`config.mk`:
```
export PLATFORM = sky130hd
export DESIGN_NAME = pis_phase2_sequencer
export DESIGN_NICKNAME = d
export VERILOG_FILES = /design/src/pis_pkg.sv /design/src/pis_phase2_sequencer.sv
export VERILOG_INCLUDE_DIRS = /design/src /design/src/src
export SDC_FILE = /design/constraint.sdc
export NUM_CORES = 1
export LEC_CHECK = 0
export ABC_CLOCK_PERIOD_IN_PS = 3280
export BUFFER_PORTS_ARGS = -buffer_cell sky130_fd_sc_hd__buf_4
export CORE_ASPECT_RATIO = 0.6
export CORE_MARGIN = 8
export CORE_UTILIZATION = 57
export CTS_BUF_LIST = sky130_fd_sc_hd__clkbuf_2 sky130_fd_sc_hd__clkbuf_4 sky130_fd_sc_hd__clkbuf_8
export DETAILED_ROUTE_END_ITERATION = 10
export PLACE_DENSITY = 0.81
export SLEW_MARGIN = 20
export SYNTH_ARGS = -nofsm -noshare
export SYNTH_HDL_FRONTEND = slang
export SYNTH_SLANG_ARGS = --single-unit
```
`constraint.sdc`:
```
create_clock -name core_clk_i -period 3.28 [get_ports core_clk_i]
set_input_delay 0.328 -clock core_clk_i [delete_from_list [all_inputs] [get_ports core_clk_i]]
set_output_delay 0.328 -clock core_clk_i [all_outputs]
set_load 0.05 [all_outputs]
```
`src/pis_defs.svh`:
```
`ifndef PIS_DEFS_SVH
`define PIS_DEFS_SVH

// Repetition count per nibble in each operating mode.
`define PIS_K_ASYNC      4'h8
`define PIS_K_SYNC       4'h4
// Nibble counts of the standard and the extended sequence.
`define PIS_NIB_STD      6'h20
`define PIS_NIB_EXT      6'h30
// Block-count field: high nibble first (D2), then low nibble (D3).
`define PIS_BLK_HI_STD   4'h2
`define PIS_BLK_HI_EXT   4'h3
`define PIS_BLK_LO       4'h0
// Slot periods in microseconds; the slot tick itself comes from outside.
`define PIS_T_ASYNC_US   228
`define PIS_T_SYNC_US    500
// Reset values.
`define PIS_IDX_RST      6'h00
`define PIS_REP_RST      4'h0

`endif

```
`src/pis_pkg.sv`:
```
package pis_pkg;

    typedef enum logic [2:0] {
        PIS_WAIT,
        PIS_RUN,
        PIS_FINISH,
        PIS_DONE,
        PIS_HALT
    } pis_state_e;

    typedef struct packed {
        logic       is_data;
        logic [1:0] page;
        logic [3:0] id;
        logic [3:0] nibble;
        logic [1:0] src;
    } pis_word_s;

    typedef struct packed {
        pis_state_e st;
        logic       sync;
        logic       ext;
        logic [5:0] idx;
        logic [3:0] rep;
        logic       half;
        logic       started;
        logic       pend;
        pis_word_s  word;
        pis_word_s  last;
        logic       miss;
        logic       busy;
        logic       done;
        logic       aborted;
    } pis_seq_s;

endpackage : pis_pkg

```
`src/pis_phase2_sequencer.sv`:
```
// Contract
// - Nibbles go out in ascending order, D1 first.
// - Each nibble sends identifier then value, k times.
// - 32 nibbles normally, 48 when extended.
// - D2 and D3 carry the block count.
// - Asynchronous 228 us mode repeats each nibble 8 times.
// - Synchronous 500 us mode repeats each nibble 4 times.
// - At most one transmission per slot tick; the code queues none in a slot where the FIFO still refuses the pending word.
// - Values come from user, serial and part registers.
// - Reserved extended positions send a fixed constant.
// - Start only after entry window passes undetected.
// - Async sends source 0 only; sync sends source 0 plus every other enabled source.
`include "pis_defs.svh"

module pis_fifo #(
    parameter int WIDTH = 13,
    parameter int DEPTH = 8
) (
    input  wire logic             core_clk_i,
    input  wire logic             rst_n_i,
    input  wire logic             clk_en_i,
    input  wire logic             in_valid_i,
    input  wire logic [WIDTH-1:0] in_data_i,
    output logic                  in_ready_o,
    output logic                  out_valid_o,
    output logic      [WIDTH-1:0] out_data_o,
    input  wire logic             out_ready_i
);
    localparam int AW = (DEPTH > 1) ? $clog2(DEPTH) : 1;
    localparam int CW = $clog2(DEPTH + 1);

    logic [WIDTH-1:0] mem [DEPTH];
    logic [AW-1:0]    wr_ptr_ff;
    logic [AW-1:0]    rd_ptr_ff;
    logic [CW-1:0]    cnt_ff;
    logic             push;
    logic             pop;
    logic             load;

    function automatic logic [AW-1:0] bump(input logic [AW-1:0] p);
        return (p == AW'(DEPTH - 1)) ? '0 : AW'(p + 1'b1);
    endfunction : bump

    // The head sits in a register so out_valid_o and out_data_o come from flops.
    assign in_ready_o = (cnt_ff != CW'(DEPTH));
    assign push       = in_valid_i && in_ready_o;
    assign load       = (!out_valid_o || out_ready_i) && (cnt_ff != '0);
    assign pop        = load;

    always_ff @(posedge core_clk_i) begin
        if (clk_en_i && push) begin
            mem[wr_ptr_ff] <= in_data_i;
        end
    end

    always_ff @(posedge core_clk_i or negedge rst_n_i) begin
        if (!rst_n_i) begin
            wr_ptr_ff   <= '0;
            rd_ptr_ff   <= '0;
            cnt_ff      <= '0;
            out_valid_o <= 1'b0;
            out_data_o  <= '0;
        end else if (clk_en_i) begin
            if (push) begin
                wr_ptr_ff <= bump(wr_ptr_ff);
            end
            if (pop) begin
                rd_ptr_ff <= bump(rd_ptr_ff);
            end
            cnt_ff <= CW'(cnt_ff + CW'(push) - CW'(pop));
            if (load) begin
                out_valid_o <= 1'b1;
                out_data_o  <= mem[rd_ptr_ff];
            end else if (out_ready_i) begin
                out_valid_o <= 1'b0;
            end
        end
    end
endmodule : pis_fifo

module pis_phase2_sequencer #(
    parameter logic [3:0] RSVD_NIBBLE = 4'h0,
    parameter int         FIFO_DEPTH  = 8
) (
    input  wire logic            core_clk_i,
    input  wire logic            rst_n_i,
    input  wire logic            clk_en_i,
    input  wire logic            pme_window_done_i,
    input  wire logic            pme_detected_i,
    input  wire logic            sync_mode_i,
    input  wire logic            extended_phase2_enable_i,
    input  wire logic            slot_tick_i,
    input  wire logic [1:0]      slot_src_i,
    input  wire logic [3:0]      src_enable_i,
    input  wire logic [8:0][7:0] user_byte_i,
    input  wire logic [4:0][7:0] serial_i,
    input  wire logic [1:0][7:0] part_i,
    output logic                 tx_valid_o,
    output pis_pkg::pis_word_s   tx_word_o,
    input  wire logic            tx_ready_i,
    output logic                 busy_o,
    output logic                 done_o,
    output logic                 aborted_o,
    output logic                 slot_missed_o
);
    pis_pkg::pis_seq_s  s_ff;
    pis_pkg::pis_seq_s  nxt_s;
    logic               fifo_ready;
    logic               tick0;
    logic               adv;
    logic [3:0]         k_max;
    logic [5:0]         n_last;

    // Nibble value for sequence position idx (0 is D1).
    function automatic logic [3:0] nib_val(input logic [5:0] idx, input logic ext,
                                           input logic [8:0][7:0] u, input logic [4:0][7:0] sn,
                                           input logic [1:0][7:0] pn);
        logic [3:0] v;
        v = RSVD_NIBBLE;
        unique case (idx)
            6'h00: v = u[0][3:0];
            6'h01: v = ext ? `PIS_BLK_HI_EXT : `PIS_BLK_HI_STD;
            6'h02: v = `PIS_BLK_LO;
            6'h03: v = u[1][3:0];
            6'h04: v = u[1][7:4];
            6'h05: v = u[2][3:0];
            6'h06: v = u[2][7:4];
            6'h07: v = u[3][3:0];
            6'h08: v = u[3][7:4];
            6'h09: v = u[4][3:0];
            6'h0A: v = u[4][7:4];
            6'h0B: v = u[5][3:0];
            6'h0C: v = u[5][7:4];
            6'h0D: v = u[6][3:0];
            6'h0E: v = u[7][3:0];
            6'h0F: v = u[7][7:4];
            6'h10: v = u[8][3:0];
            6'h11: v = u[8][7:4];
            6'h12: v = sn[4][7:4];
            6'h13: v = sn[4][3:0];
            6'h14: v = sn[3][7:4];
            6'h15: v = sn[3][3:0];
            6'h16: v = sn[2][7:4];
            6'h17: v = sn[2][3:0];
            6'h18: v = sn[1][7:4];
            6'h19: v = sn[1][3:0];
            6'h1A: v = sn[0][7:4];
            6'h1B: v = sn[0][3:0];
            6'h1C: v = pn[1][3:0];
            6'h1D: v = pn[0][7:4];
            6'h1E: v = pn[0][3:0];
            6'h1F: v = u[6][7:4];
            default: v = RSVD_NIBBLE;
        endcase
        return v;
    endfunction : nib_val

    assign tick0  = slot_tick_i && (slot_src_i == 2'h0);
    assign k_max  = s_ff.sync ? (`PIS_K_SYNC - 4'h1) : (`PIS_K_ASYNC - 4'h1);
    assign n_last = s_ff.ext ? (`PIS_NIB_EXT - 6'h01) : (`PIS_NIB_STD - 6'h01);
    // A pending word that the FIFO still refuses costs the slot; the sequence then retries.
    assign adv    = (s_ff.st == pis_pkg::PIS_RUN) && tick0 && !(s_ff.pend && !fifo_ready);

    always_comb begin
        nxt_s = s_ff;
        if (s_ff.pend && fifo_ready) begin
            nxt_s.pend = 1'b0;
        end
        unique case (s_ff.st)
            pis_pkg::PIS_WAIT: begin
                if (pme_window_done_i) begin
                    nxt_s.st      = pme_detected_i ? pis_pkg::PIS_HALT : pis_pkg::PIS_RUN;
                    nxt_s.sync    = sync_mode_i;
                    nxt_s.ext     = extended_phase2_enable_i;
                    nxt_s.idx     = `PIS_IDX_RST;
                    nxt_s.rep     = `PIS_REP_RST;
                    nxt_s.half    = 1'b0;
                    nxt_s.started = 1'b0;
                end
            end
            pis_pkg::PIS_RUN, pis_pkg::PIS_FINISH: begin
                if (slot_tick_i && s_ff.pend && !fifo_ready) begin
                    nxt_s.miss = 1'b1;
                end else if (adv) begin
                    nxt_s.word.is_data = s_ff.half;
                    nxt_s.word.page    = s_ff.idx[5:4];
                    nxt_s.word.id      = s_ff.idx[3:0];
                    nxt_s.word.nibble  = s_ff.half ? nib_val(s_ff.idx, s_ff.ext, user_byte_i, serial_i, part_i)
                                                   : s_ff.idx[3:0];
                    nxt_s.word.src     = 2'h0;
                    nxt_s.last         = nxt_s.word;
                    nxt_s.pend         = 1'b1;
                    nxt_s.started      = 1'b1;
                    nxt_s.half         = !s_ff.half;
                    if (s_ff.half) begin
                        if (s_ff.rep == k_max) begin
                            nxt_s.rep = `PIS_REP_RST;
                            if (s_ff.idx == n_last) begin
                                nxt_s.st = pis_pkg::PIS_FINISH;
                            end else begin
                                nxt_s.idx = 6'(s_ff.idx + 6'h01);
                            end
                        end else begin
                            nxt_s.rep = 4'(s_ff.rep + 4'h1);
                        end
                    end
                end else if (tick0) begin
                    nxt_s.st = pis_pkg::PIS_DONE;
                end else if (slot_tick_i && s_ff.sync && s_ff.started && src_enable_i[slot_src_i]) begin
                    // Other enabled sources repeat what source 0 sent this period.
                    nxt_s.word     = s_ff.last;
                    nxt_s.word.src = slot_src_i;
                    nxt_s.pend     = 1'b1;
                end
            end
            pis_pkg::PIS_DONE, pis_pkg::PIS_HALT: begin
            end
            default: nxt_s.st = pis_pkg::PIS_WAIT;
        endcase
        // Status is decoded from the next state so every output leaves straight from a flop.
        nxt_s.busy    = (nxt_s.st == pis_pkg::PIS_RUN) || (nxt_s.st == pis_pkg::PIS_FINISH);
        nxt_s.done    = (nxt_s.st == pis_pkg::PIS_DONE);
        nxt_s.aborted = (nxt_s.st == pis_pkg::PIS_HALT);
    end

    always_ff @(posedge core_clk_i or negedge rst_n_i) begin
        if (!rst_n_i) begin
            s_ff <= '{st: pis_pkg::PIS_WAIT, idx: `PIS_IDX_RST, rep: `PIS_REP_RST, default: '0};
        end else if (clk_en_i) begin
            s_ff <= nxt_s;
        end
    end

    pis_fifo #(
        .WIDTH ($bits(pis_pkg::pis_word_s)),
        .DEPTH (FIFO_DEPTH)
    ) u_fifo (
        .core_clk_i  (core_clk_i),
        .rst_n_i     (rst_n_i),
        .clk_en_i    (clk_en_i),
        .in_valid_i  (s_ff.pend),
        .in_data_i   (s_ff.word),
        .in_ready_o  (fifo_ready),
        .out_valid_o (tx_valid_o),
        .out_data_o  (tx_word_o),
        .out_ready_i (tx_ready_i)
    );

    assign busy_o        = s_ff.busy;
    assign done_o        = s_ff.done;
    assign aborted_o     = s_ff.aborted;
    assign slot_missed_o = s_ff.miss;
endmodule : pis_phase2_sequencer

```
# [Yosys cells after proc, flatten, opt, wreduce, memory -nomap -nowiden]
# Memories as Yosys holds them, arrays and structs flattened. A register that Yosys moved wholly into a read port is not among the register bits.
# Index checks and enable logic that the tools add are counted.
# Widths: inputs -> output; s select.
[word_totals] register_bits=57 ram_bits=104 inputBits=143 out_inout_bits=18 wordCells=158 memories=1
[mem_list] memory="u_fifo.mem" words=8 word_bits=13 rd=1 rd_ports_with_merged_regs=1 write_ports=1 line_no="pis_phase2_sequencer.sv:32" text="logic [WIDTH-1:0] mem [DEPTH];"
[op_classes] n_addsub=6 magnitude_cmp=1 eq_ne=50 n_mux=36 bitwise=1 n_reduce_logical=38
[op_table] cell="$pmux 4 s31" count=1
[op_table] cell="$eq 6x5->1 const B" count=16
[op_table] cell="$eq 6x4->1 const B" count=8
[op_table] cell="$mux 14" count=3
[op_table] cell="$mux 39" count=1
[op_table] cell="$mux 3" count=10
[op_table] cell="$mux 28" count=1
[op_table] cell="$eq 6x3->1 const B" count=4
[op_table] cell="$pmux 12 s2" count=1
[op_table] cell="$mux 6" count=3
[op_table] cell="$mux 17" count=1
[op_table] cell="$mux 13" count=1
[op_table] cell="$eq 3x2->1 const B" count=4
[op_table] cell="$eq 3x3->1 const B" count=4
[op_table] cell="$logic_and 1x1->1" count=12
[op_table] cell="$mux 12" count=1
[op_table] cell="$ne 2x2->1 const B" count=6
[op_table] cell="$mux 10" count=1
[op_table] cell="$reduce_and 5->1" count=2
[op_table] cell="$pmux 3 s3" count=1
[op_table] cell="$mux 1" count=8
[op_table] cell="$mux 4" count=2
[op_table] cell="$reduce_and 8->1" count=1
[op_table] cell="$add 3x1->3 const B" count=2
[op_table] cell="26 further kinds" count=38

# [Longest topological paths before layout]
# Gate-level depths: netlist (run 1).
[depth] depth_word=10 depth_mapped=11 depth_no_buf=11

# [By module]
# From an unflattened synthesis (run 1), not the netlist that was laid out.
[unflattened] hier_cells=740 area_unflattened_um2=8937.3
[modules_own_cells] mod="pis_fifo" instances=1 cells_each=310 area_per_inst_um2=5356.4 seq_area_each_um2=3723.6
[modules_own_cells] mod="pis_phase2_sequencer" instances=1 cells_each=430 area_per_inst_um2=3580.9 seq_area_each_um2=1151.1

# [Worst setup path after synthesis (run 1)]
# No wires, ideal clock.
[synth_timing] path_type="reg2reg" start="reg u_fifo.cnt_ff[2]" end="mem u_fifo.mem[0][0], enable pin" arrival_time_ns=2.245 required_ns=2.880 setup_slack_ns=0.635 path_stages_with_launch=7 synth_period_minus_slack_ns=2.645 cell_sequence="dfrtp_1 -> inv_1 -> ha_1 -> a21boi_0 -> nand2_1 -> or2_2 -> nor3_1"
[synth_between] elab_chain_cells=5
[synth_lines] item="start: declaration" line_no="pis_phase2_sequencer.sv:35" text="logic [CW-1:0] cnt_ff;"
[synth_lines] item="start signal: assignment" line_no="pis_phase2_sequencer.sv:70" text="cnt_ff <= CW'(cnt_ff + CW'(push) - CW'(pop));"
[synth_lines] item="$ne 4x4->1" line_no="pis_phase2_sequencer.sv:45" text="assign in_ready_o = (cnt_ff != CW'(DEPTH));"
[synth_lines] item="$logic_and 1x1->1" line_no="pis_phase2_sequencer.sv:46" text="assign push = in_valid_i && in_ready_o;"
[synth_lines] item="$logic_and 1x1->1" line_no="pis_phase2_sequencer.sv:51" text="if (clk_en_i && push) begin"
[synth_lines] item="$mux 1" line_no="pis_phase2_sequencer.sv:51"
[synth_lines] item="$mux 1 (implied by the code)" line_no="pis_phase2_sequencer.sv:52" text="mem[wr_ptr_ff] <= in_data_i;"
[synth_lines] item="end: declaration" line_no="pis_phase2_sequencer.sv:32"
# Every way passes these cells.

# [Worst setup path in the final report (run 1)]
[layout_timing] start="reg s_ff[37] in the netlist's numbering" end="reg s_ff[8] in the netlist's numbering"
[layout_between] elab_chain_cells=3 word_cells_on_any_way=33 cone_classes="eq/ne: 30; mux: 2; reduce/logical: 1"
[layout_lines] item="start: declaration" line_no="pis_phase2_sequencer.sv:106" text="pis_pkg::pis_seq_s s_ff;"
[layout_lines] item="start signal: assignment" line_no="pis_phase2_sequencer.sv:230" text="s_ff <= nxt_s;"
[layout_lines] item="$eq 6x5->1 (tied with other cells)" line_no="pis_phase2_sequencer.sv:120" text="unique case (idx)"
[layout_lines] item="$pmux 4 s31 *" line_no="pis_phase2_sequencer.sv:120"
[layout_lines] item="$mux 4 *" line_no="pis_phase2_sequencer.sv:188" text="nxt_s.word.nibble = s_ff.half ? nib_val(s_ff.idx, s_ff.ext, user_byte_i, serial_i, part_i)"
# Mark *: on every way between the ends. The rest lies on a longest branch, timed or not.
# A chain may end at the register's enable or synchronous reset.

==> metrics, run 1 <==
peak supply drop=0.478 mV; Pwr Density=695 nW/µm²; postcts setup bufs=0; period utilization=0.853; Port-buffer cells=152; TritonCTS clock tree=built; worst rel slew slack=0.322; first-pass GRT wire length=38,900 µm; FILL cells=1,082; net count reported at finish=1,022; GRT Total Usage=0.252; syn_area_per_cell=12.3 µm²; vias in the first global route=7,083; Post-synth top cells=104 x edfxtp_1, 71 x nand2_1, 70 x dfrtp_1; top cells by area, synth=edfxtp_1 36%, dfrtp_1 20%, mux4_2 6.9%; gr ovfl total=0; CTS Hold Bufs=0; die width=176 µm; vias per std cell=6.52; Root Driver=clkbuf_8; GR Layer Usage met3=0.0758; Seq/Total Area, Yosys=0.556; Worst Path Max Fanout=13; Syn-to-layout area delta=20.0%; Pleak=4.27 nW; Final Max Tran Viols=0; largest family of logic cells by synthesized area=compound AO/OA/AOI/OAI gates; worst-case clock buffer depth=2; via count=7,035; DRC violations left=0; Cell Area, Synth=8770 µm²; Post-synth ARST share=0.402; Synth Area in Compound Gates=0.137; fmax=358 MHz; DPL Wire Length=18,400 µm; critical path endpoint category=register; share of cells above drive strength 1=0.313; std cell rows=35; count leader, synth=edfxtp_1; TritonCTS buffer count=17; Fin. Hold Viols=11; Avg WL per Cell=23.3 µm; post-CTS sizing=0; number of synthesized flops with an enable pin=104; RD Place Congestion=0.965; Worst Skew=0.0174 ns; startpoint types=register; dominant cell type by area after synthesis=edfxtp_1; fin crit period=2.80 ns; Chip Height=112 µm; routing usage on met1=0.363; setup tns final=0 ns; post-route cell area=10,500 µm²; Hold Path Class=input pin to asynchronous set/reset pin; Initial Util=0.577; Synth Area in Adders=0.0237; antenna violations before repair=0; simple-gate share of the synthesized area=0.132; WL final=25,100 µm; Syn Inst Count=715; Power Total=7.32 mW; Routed Antenna Nets=0; clk sink count=174; Setup CP Type=register to register; yosys warns=0; final hold slack=-0.0127 ns; Cell Area, Placed=10,100 µm²; CP required=3.59 ns; Post-Synth XOR/XNOR Area=0.00599; RSZ-0062 raised after global routing=no; ANT cells=0; worst path arrival time=3.11 ns; slew at the pin closest to its max-slew limit=1.02 ns; Core Area=15,200 µm²; H-tree levels=4; met2 Use GR=0.374; Synth cell types=75; die area=19,800 µm²; CTS clock-pin slew for the worst setup and hold paths=0.11 ns; post-synth top area share=0.356; grt peak-use layer=met2; Ports=161; outcome=finished with violations; Post-Synthesis Net Count=874; R2R cell count=9; violated checks=hold timing; post-synthesis mux area share=0.113; largest net degree at the start of global routing=71; DRT Pass-1 Iters=6; 1st-iter DRT viols=974; Top FF cell, synth=edfxtp_1; worst skew pair latency=0.45 ns; Yosys reg bits=174; Final setup viols=0; Max Cap Viol=0
[report_power, final]
part | internal (mW) | switching, mW
sequential | 2.72 | 0.373
clock | 0.660 | 0.868
combinational | 1.15 | 1.55
total | 4.53 | 2.79
[metrics by stage]
| step | util | cells | worst slack [ns] |
|---|---|---|---|
| floorplan | - | 715 | 0.635 |
| global placement | 0.666 | 1047 | 0.635 |
| detailed placement | 0.666 | 1047 | 0.601 |
| CTS | 0.693 | 1079 | 0.574 |
| global route | 0.693 | 1079 | 0.395 |
| finish | 0.693 | 1079 | 0.484 |
[state kept, by name (all words and copies together) (netlist names)]
name,flops
u_fifo.wr_ptr_ff,3
u_fifo.mem,104
busy_o,1
aborted_o,1
u_fifo.rd_ptr_ff,3
u_fifo.cnt_ff,4
u_fifo.out_data_o,13
s_ff,42
u_fifo.out_valid_o,1
done_o,1
slot_missed_o,1
[final timing paths]
path	start	endpoint	slack, ns
max	s_ff[37]	s_ff[8]	0.48
min	rst_n_i	s_ff[45]	-0.01
max reg2reg	s_ff[37]	s_ff[8]	0.48
min reg2reg	u_fifo.out_data_o[9]	u_fifo.out_data_o[9]	0.49
max in group asynchronous	rst_n_i	u_fifo.out_data_o[4]	2.68
min in group core_clk_i	extended_phase2_enable_i	s_ff[43]	0.10
[worst max-delay path, stage by stage, from the launching register on]
cell and delay [ns]:
dfrtp_1 0.53, inv_1 0.14, ha_1 0.42, buf_4 0.26, a22oi_1 0.18, nor3_1 0.07
a311oi_1 0.27, nand4_1 0.12, nor4b_1 0.53, o21ai_1 0.15
[cell type report]
| cell class | instances | area [µm²] | area share |
|---|---|---|---|
| Sequential cell | 174 | 4870 | 0.463 |
| Multi-Input combinational cell | 477 | 3610 | 0.343 |
| Timing Repair Buffer | 176 | 1320 | 0.125 |
| Tap cell | 203 | 254 | 0.0241 |
| Clock buffer | 18 | 241 | 0.0229 |
| Clock inverter | 14 | 169 | 0.0160 |
| Inverter | 17 | 63.8 | 0.00606 |
[placed cells by master, fill, tap and decap left out, types with 8 or more instances in the layout]
master      n
a21oi_1    15
a22oi_1    15
a31oi_1     8
a32oi_1    16
and3_1     15
buf_4     176
clkbuf_8   17
dfrtp_1    70
edfxtp_1  104
ha_1       15
inv_1      15
mux2_2     18
mux2i_1    18
mux4_2     27
nand2_1    71
nand2b_1   10
nand3_1    26
nand4_1    11
nor2_1     27
nor3_1     14
o21ai_0    55
[cell families after synthesis]
logic type	after synthesis
compound gates	176
mux	63
simple gates	216
xor+xnor	6
buf+inv	64
flops	174
fa+ha+maj	16
[routing by layer]
layer,routed length [µm],vias to the layer above
li1,-,3060
met1,10600,3512
met2,11400,435
met3,2890,28
met4,255,0
met5,0,-
Power figures use the tool's default switching activity.
==> inputs of run 2 (changes only) <==
Settings changed: SYNTH_HIERARCHICAL set to 1.
==> metrics, run 2 <==
1st-iter DRT viols=920; largest net degree at the start of global routing=71; post-place setup slack=0.364 ns; outcome=finished with violations; Syn-to-layout area delta=19.7%; Post-Synthesis Net Count=899; Pleak=4.25 nW; Slowest Stage Delay on Critical Path=0.57 ns; WL final=26,400 µm; clk sink count=174; first-pass GRT wire length=41,000 µm; die width=178 µm; Post-synth ARST share=0.402; worst path arrival time=3.30 ns; post-synth top area share=0.349; CTS clock-pin slew for the worst setup and hold paths=0.11 ns; Core Util, Final=0.698; Post-Synth XOR/XNOR Area=0.00392; Synth Area in Compound Gates=0.162; Finished Layout Cells=1,113; most frequent cells in the layout=183 x buf_4, 104 x edfxtp_1, 69 x dfrtp_1, 47 x mux2_2, 42 x nand2_1; postcts setup bufs=0; Syn Inst Count=740; Inst Count DP=1,081; slew at the pin closest to its max-slew limit=0.938 ns; vias per std cell=6.48; Final WS setup=0.301 ns; Routed Antenna Nets=0; RD Place Congestion=0.997; Synth cell types=74; final hold slack=-0.00583 ns; ANT cells=0; Max Cap Viol=0; worst rel slew slack=0.375; Pint=4.14 mW; startpoint types=register; Flop pwr share=0.425; via count=7,209; CTS Hold Bufs=0; reg2reg start=s_ff[37]; Ports=161; Cell Chain, Critical Path=inv_1 -> ha_1 -> nor3b_1 -> and3_1 -> a2111oi_0 -> nand4_1 -> o31ai_1 -> a31oi_1; register with the most flip-flops=u_fifo/mem; Seq/Total Area, Yosys=0.545; WP buf/inv=1; H-tree levels=4; dominant cell type by area after synthesis=edfxtp_1; setup tns final=0 ns; largest family of logic cells by synthesized area=compound AO/OA/AOI/OAI gates; Hold Path Class=input pin to asynchronous set/reset pin; DRC violations left=0; Root Driver=clkbuf_8; top cells by area, synth=edfxtp_1 35%, dfrtp_1 20%, mux2_2 5.9%; FILL cells=1,101; worst-case clock buffer depth=2; critical path endpoint category=register; die area=20,100 µm²; Final Max Tran Viols=0; net count reported at finish=1,056; CP required=3.60 ns; share of cells above drive strength 1=0.321; Setup CP Type=register to register; P_sw=2.53 mW; period utilization=0.908; violated checks=hold timing; count leader, synth=edfxtp_1; Worst Skew=0.0249 ns; Clock Power Share=0.218; Chip Height=113 µm; antenna violations before repair=0; DPL Wire Length=19,100 µm; Largest register FFs=104; gr ovfl total=0; worst setup path start=s_ff[37]; std cell rows=35; TritonCTS clock tree=built; simple-gate share of the synthesized area=0.123; GRT Total Usage=0.265; Avg WL per Cell=23.7 µm; vias in the first global route=7,457; Top FF cell, synth=edfxtp_1; Core Area=15,300 µm²; Cell Area, Synth=8940 µm²; worst skew pair latency=0.47 ns; Port-buffer cells=152; registers with the most flip-flops=u_fifo/mem: 104 flops, s_ff: 42 flops, u_fifo/out_data_o: 13 flops; CP max stage cell=o31ai_1; largest delay contributor family on the critical path=compound AO/OA/AOI/OAI gates; DRT Pass-1 Iters=5; Yosys reg bits=174; fin crit period=2.98 ns; post-synthesis mux area share=0.103; post-CTS sizing=0; Fin. Hold Viols=1; Pwr Density=623 nW/µm²; number of synthesized flops with an enable pin=104; yosys warns=6; sw frac=0.379; RSZ-0062 raised after global routing=no; TritonCTS buffer count=17; commonest non-fill, non-tap cell in the layout=buf_4; peak supply drop=0.479 mV; syn_area_per_cell=12.1 µm²; Worst Path Max Fanout=10; Final setup viols=0; fmax=336 MHz; Initial Util=0.583; Post-synth top cells=104 x edfxtp_1, 70 x dfrtp_1, 47 x mux2_2; Gate power share=0.357; Synth Area in Adders=0.0232
run 2: path summary, 6_finish.rpt:
kind | endpoint | slack, ns | cells past startpoint
worst max-delay path | s_ff[7] | 0.30 | 8
worst min-delay path | u_fifo/out_data_o[11] | -0.006 | 1
worst min register to register | s_ff[31] | 0.49 | 1
min in group core_clk_i | s_ff[43] | 0.09 | 2
worst max register to register | s_ff[7] | 0.30 | 8
max in group asynchronous | u_fifo/rd_ptr_ff[0] | 2.64 | 1
run 2: final cells by class:
cell class / count / area [µm²] / area share
repair buffers: 183 / 1370 / 0.128
inverters: 21 / 83.8 / 0.00783
clock inverters: 14 / 141 / 0.0132
well taps: 203 / 254 / 0.0237
flip-flops and latches: 174 / 4880 / 0.456
multi-input cells: 500 / 3720 / 0.348
clock buffers: 18 / 248 / 0.0231
run 2: through the flow:
step           area (µm²)  power (mW)  hold WS [ns]
2_1_floorplan        8940        4.47        0.0324
3_3_place_gp        10300        5.08         0.473
3_5_place_dp        10300        5.21         0.471
4_1_cts             10700        6.66        0.0216
5_1_grt             10700        6.98        0.0536
6_report            10700        6.67      -0.00583
run 2: cell families (layout without fill, tap and decap cells):
logic type,after synthesis,in the layout
and+or+nand+nor,200,200
AOI/OAI and AO/OA,194,194
muxes,86,86
xor gates and xnor gates,4,4
adders and majority gates,16,16
buffers and inverters,66,236
DFF,174,174
run 2: power by group through the flow:
stage                     Clock (mW)  Combinational, mW  Sequential (mW)
after floorplan                    0               1.38             3.09
after global placement             0               2.24             2.85
after detailed placement           0               2.34             2.88
after CTS                       1.47               2.35             2.83
after global routing            1.57               2.54             2.86
final                           1.46               2.38             2.83
run 2: worst register-to-register path, delay by kind of cell, from the launching register on:
| kind | cells | cell delay (ns) |
|---|---|---|
| AO/OA/AOI/OAI | 3 | 1.18 |
| AND/OR/NAND/NOR | 3 | 0.69 |
| flip-flops | 1 | 0.53 |
| adder cells (fa/ha/maj) | 1 | 0.32 |
| buffers and inverters | 1 | 0.12 |
run 2: per-layer routing:
metal	global-route usage	vias up	routed length, µm
met4	0.0796	0	523
met1	0.355	3492	10700
met5	0	-	0
met2	0.415	459	12300
li1	-	3199	-
met3	0.0712	59	2880
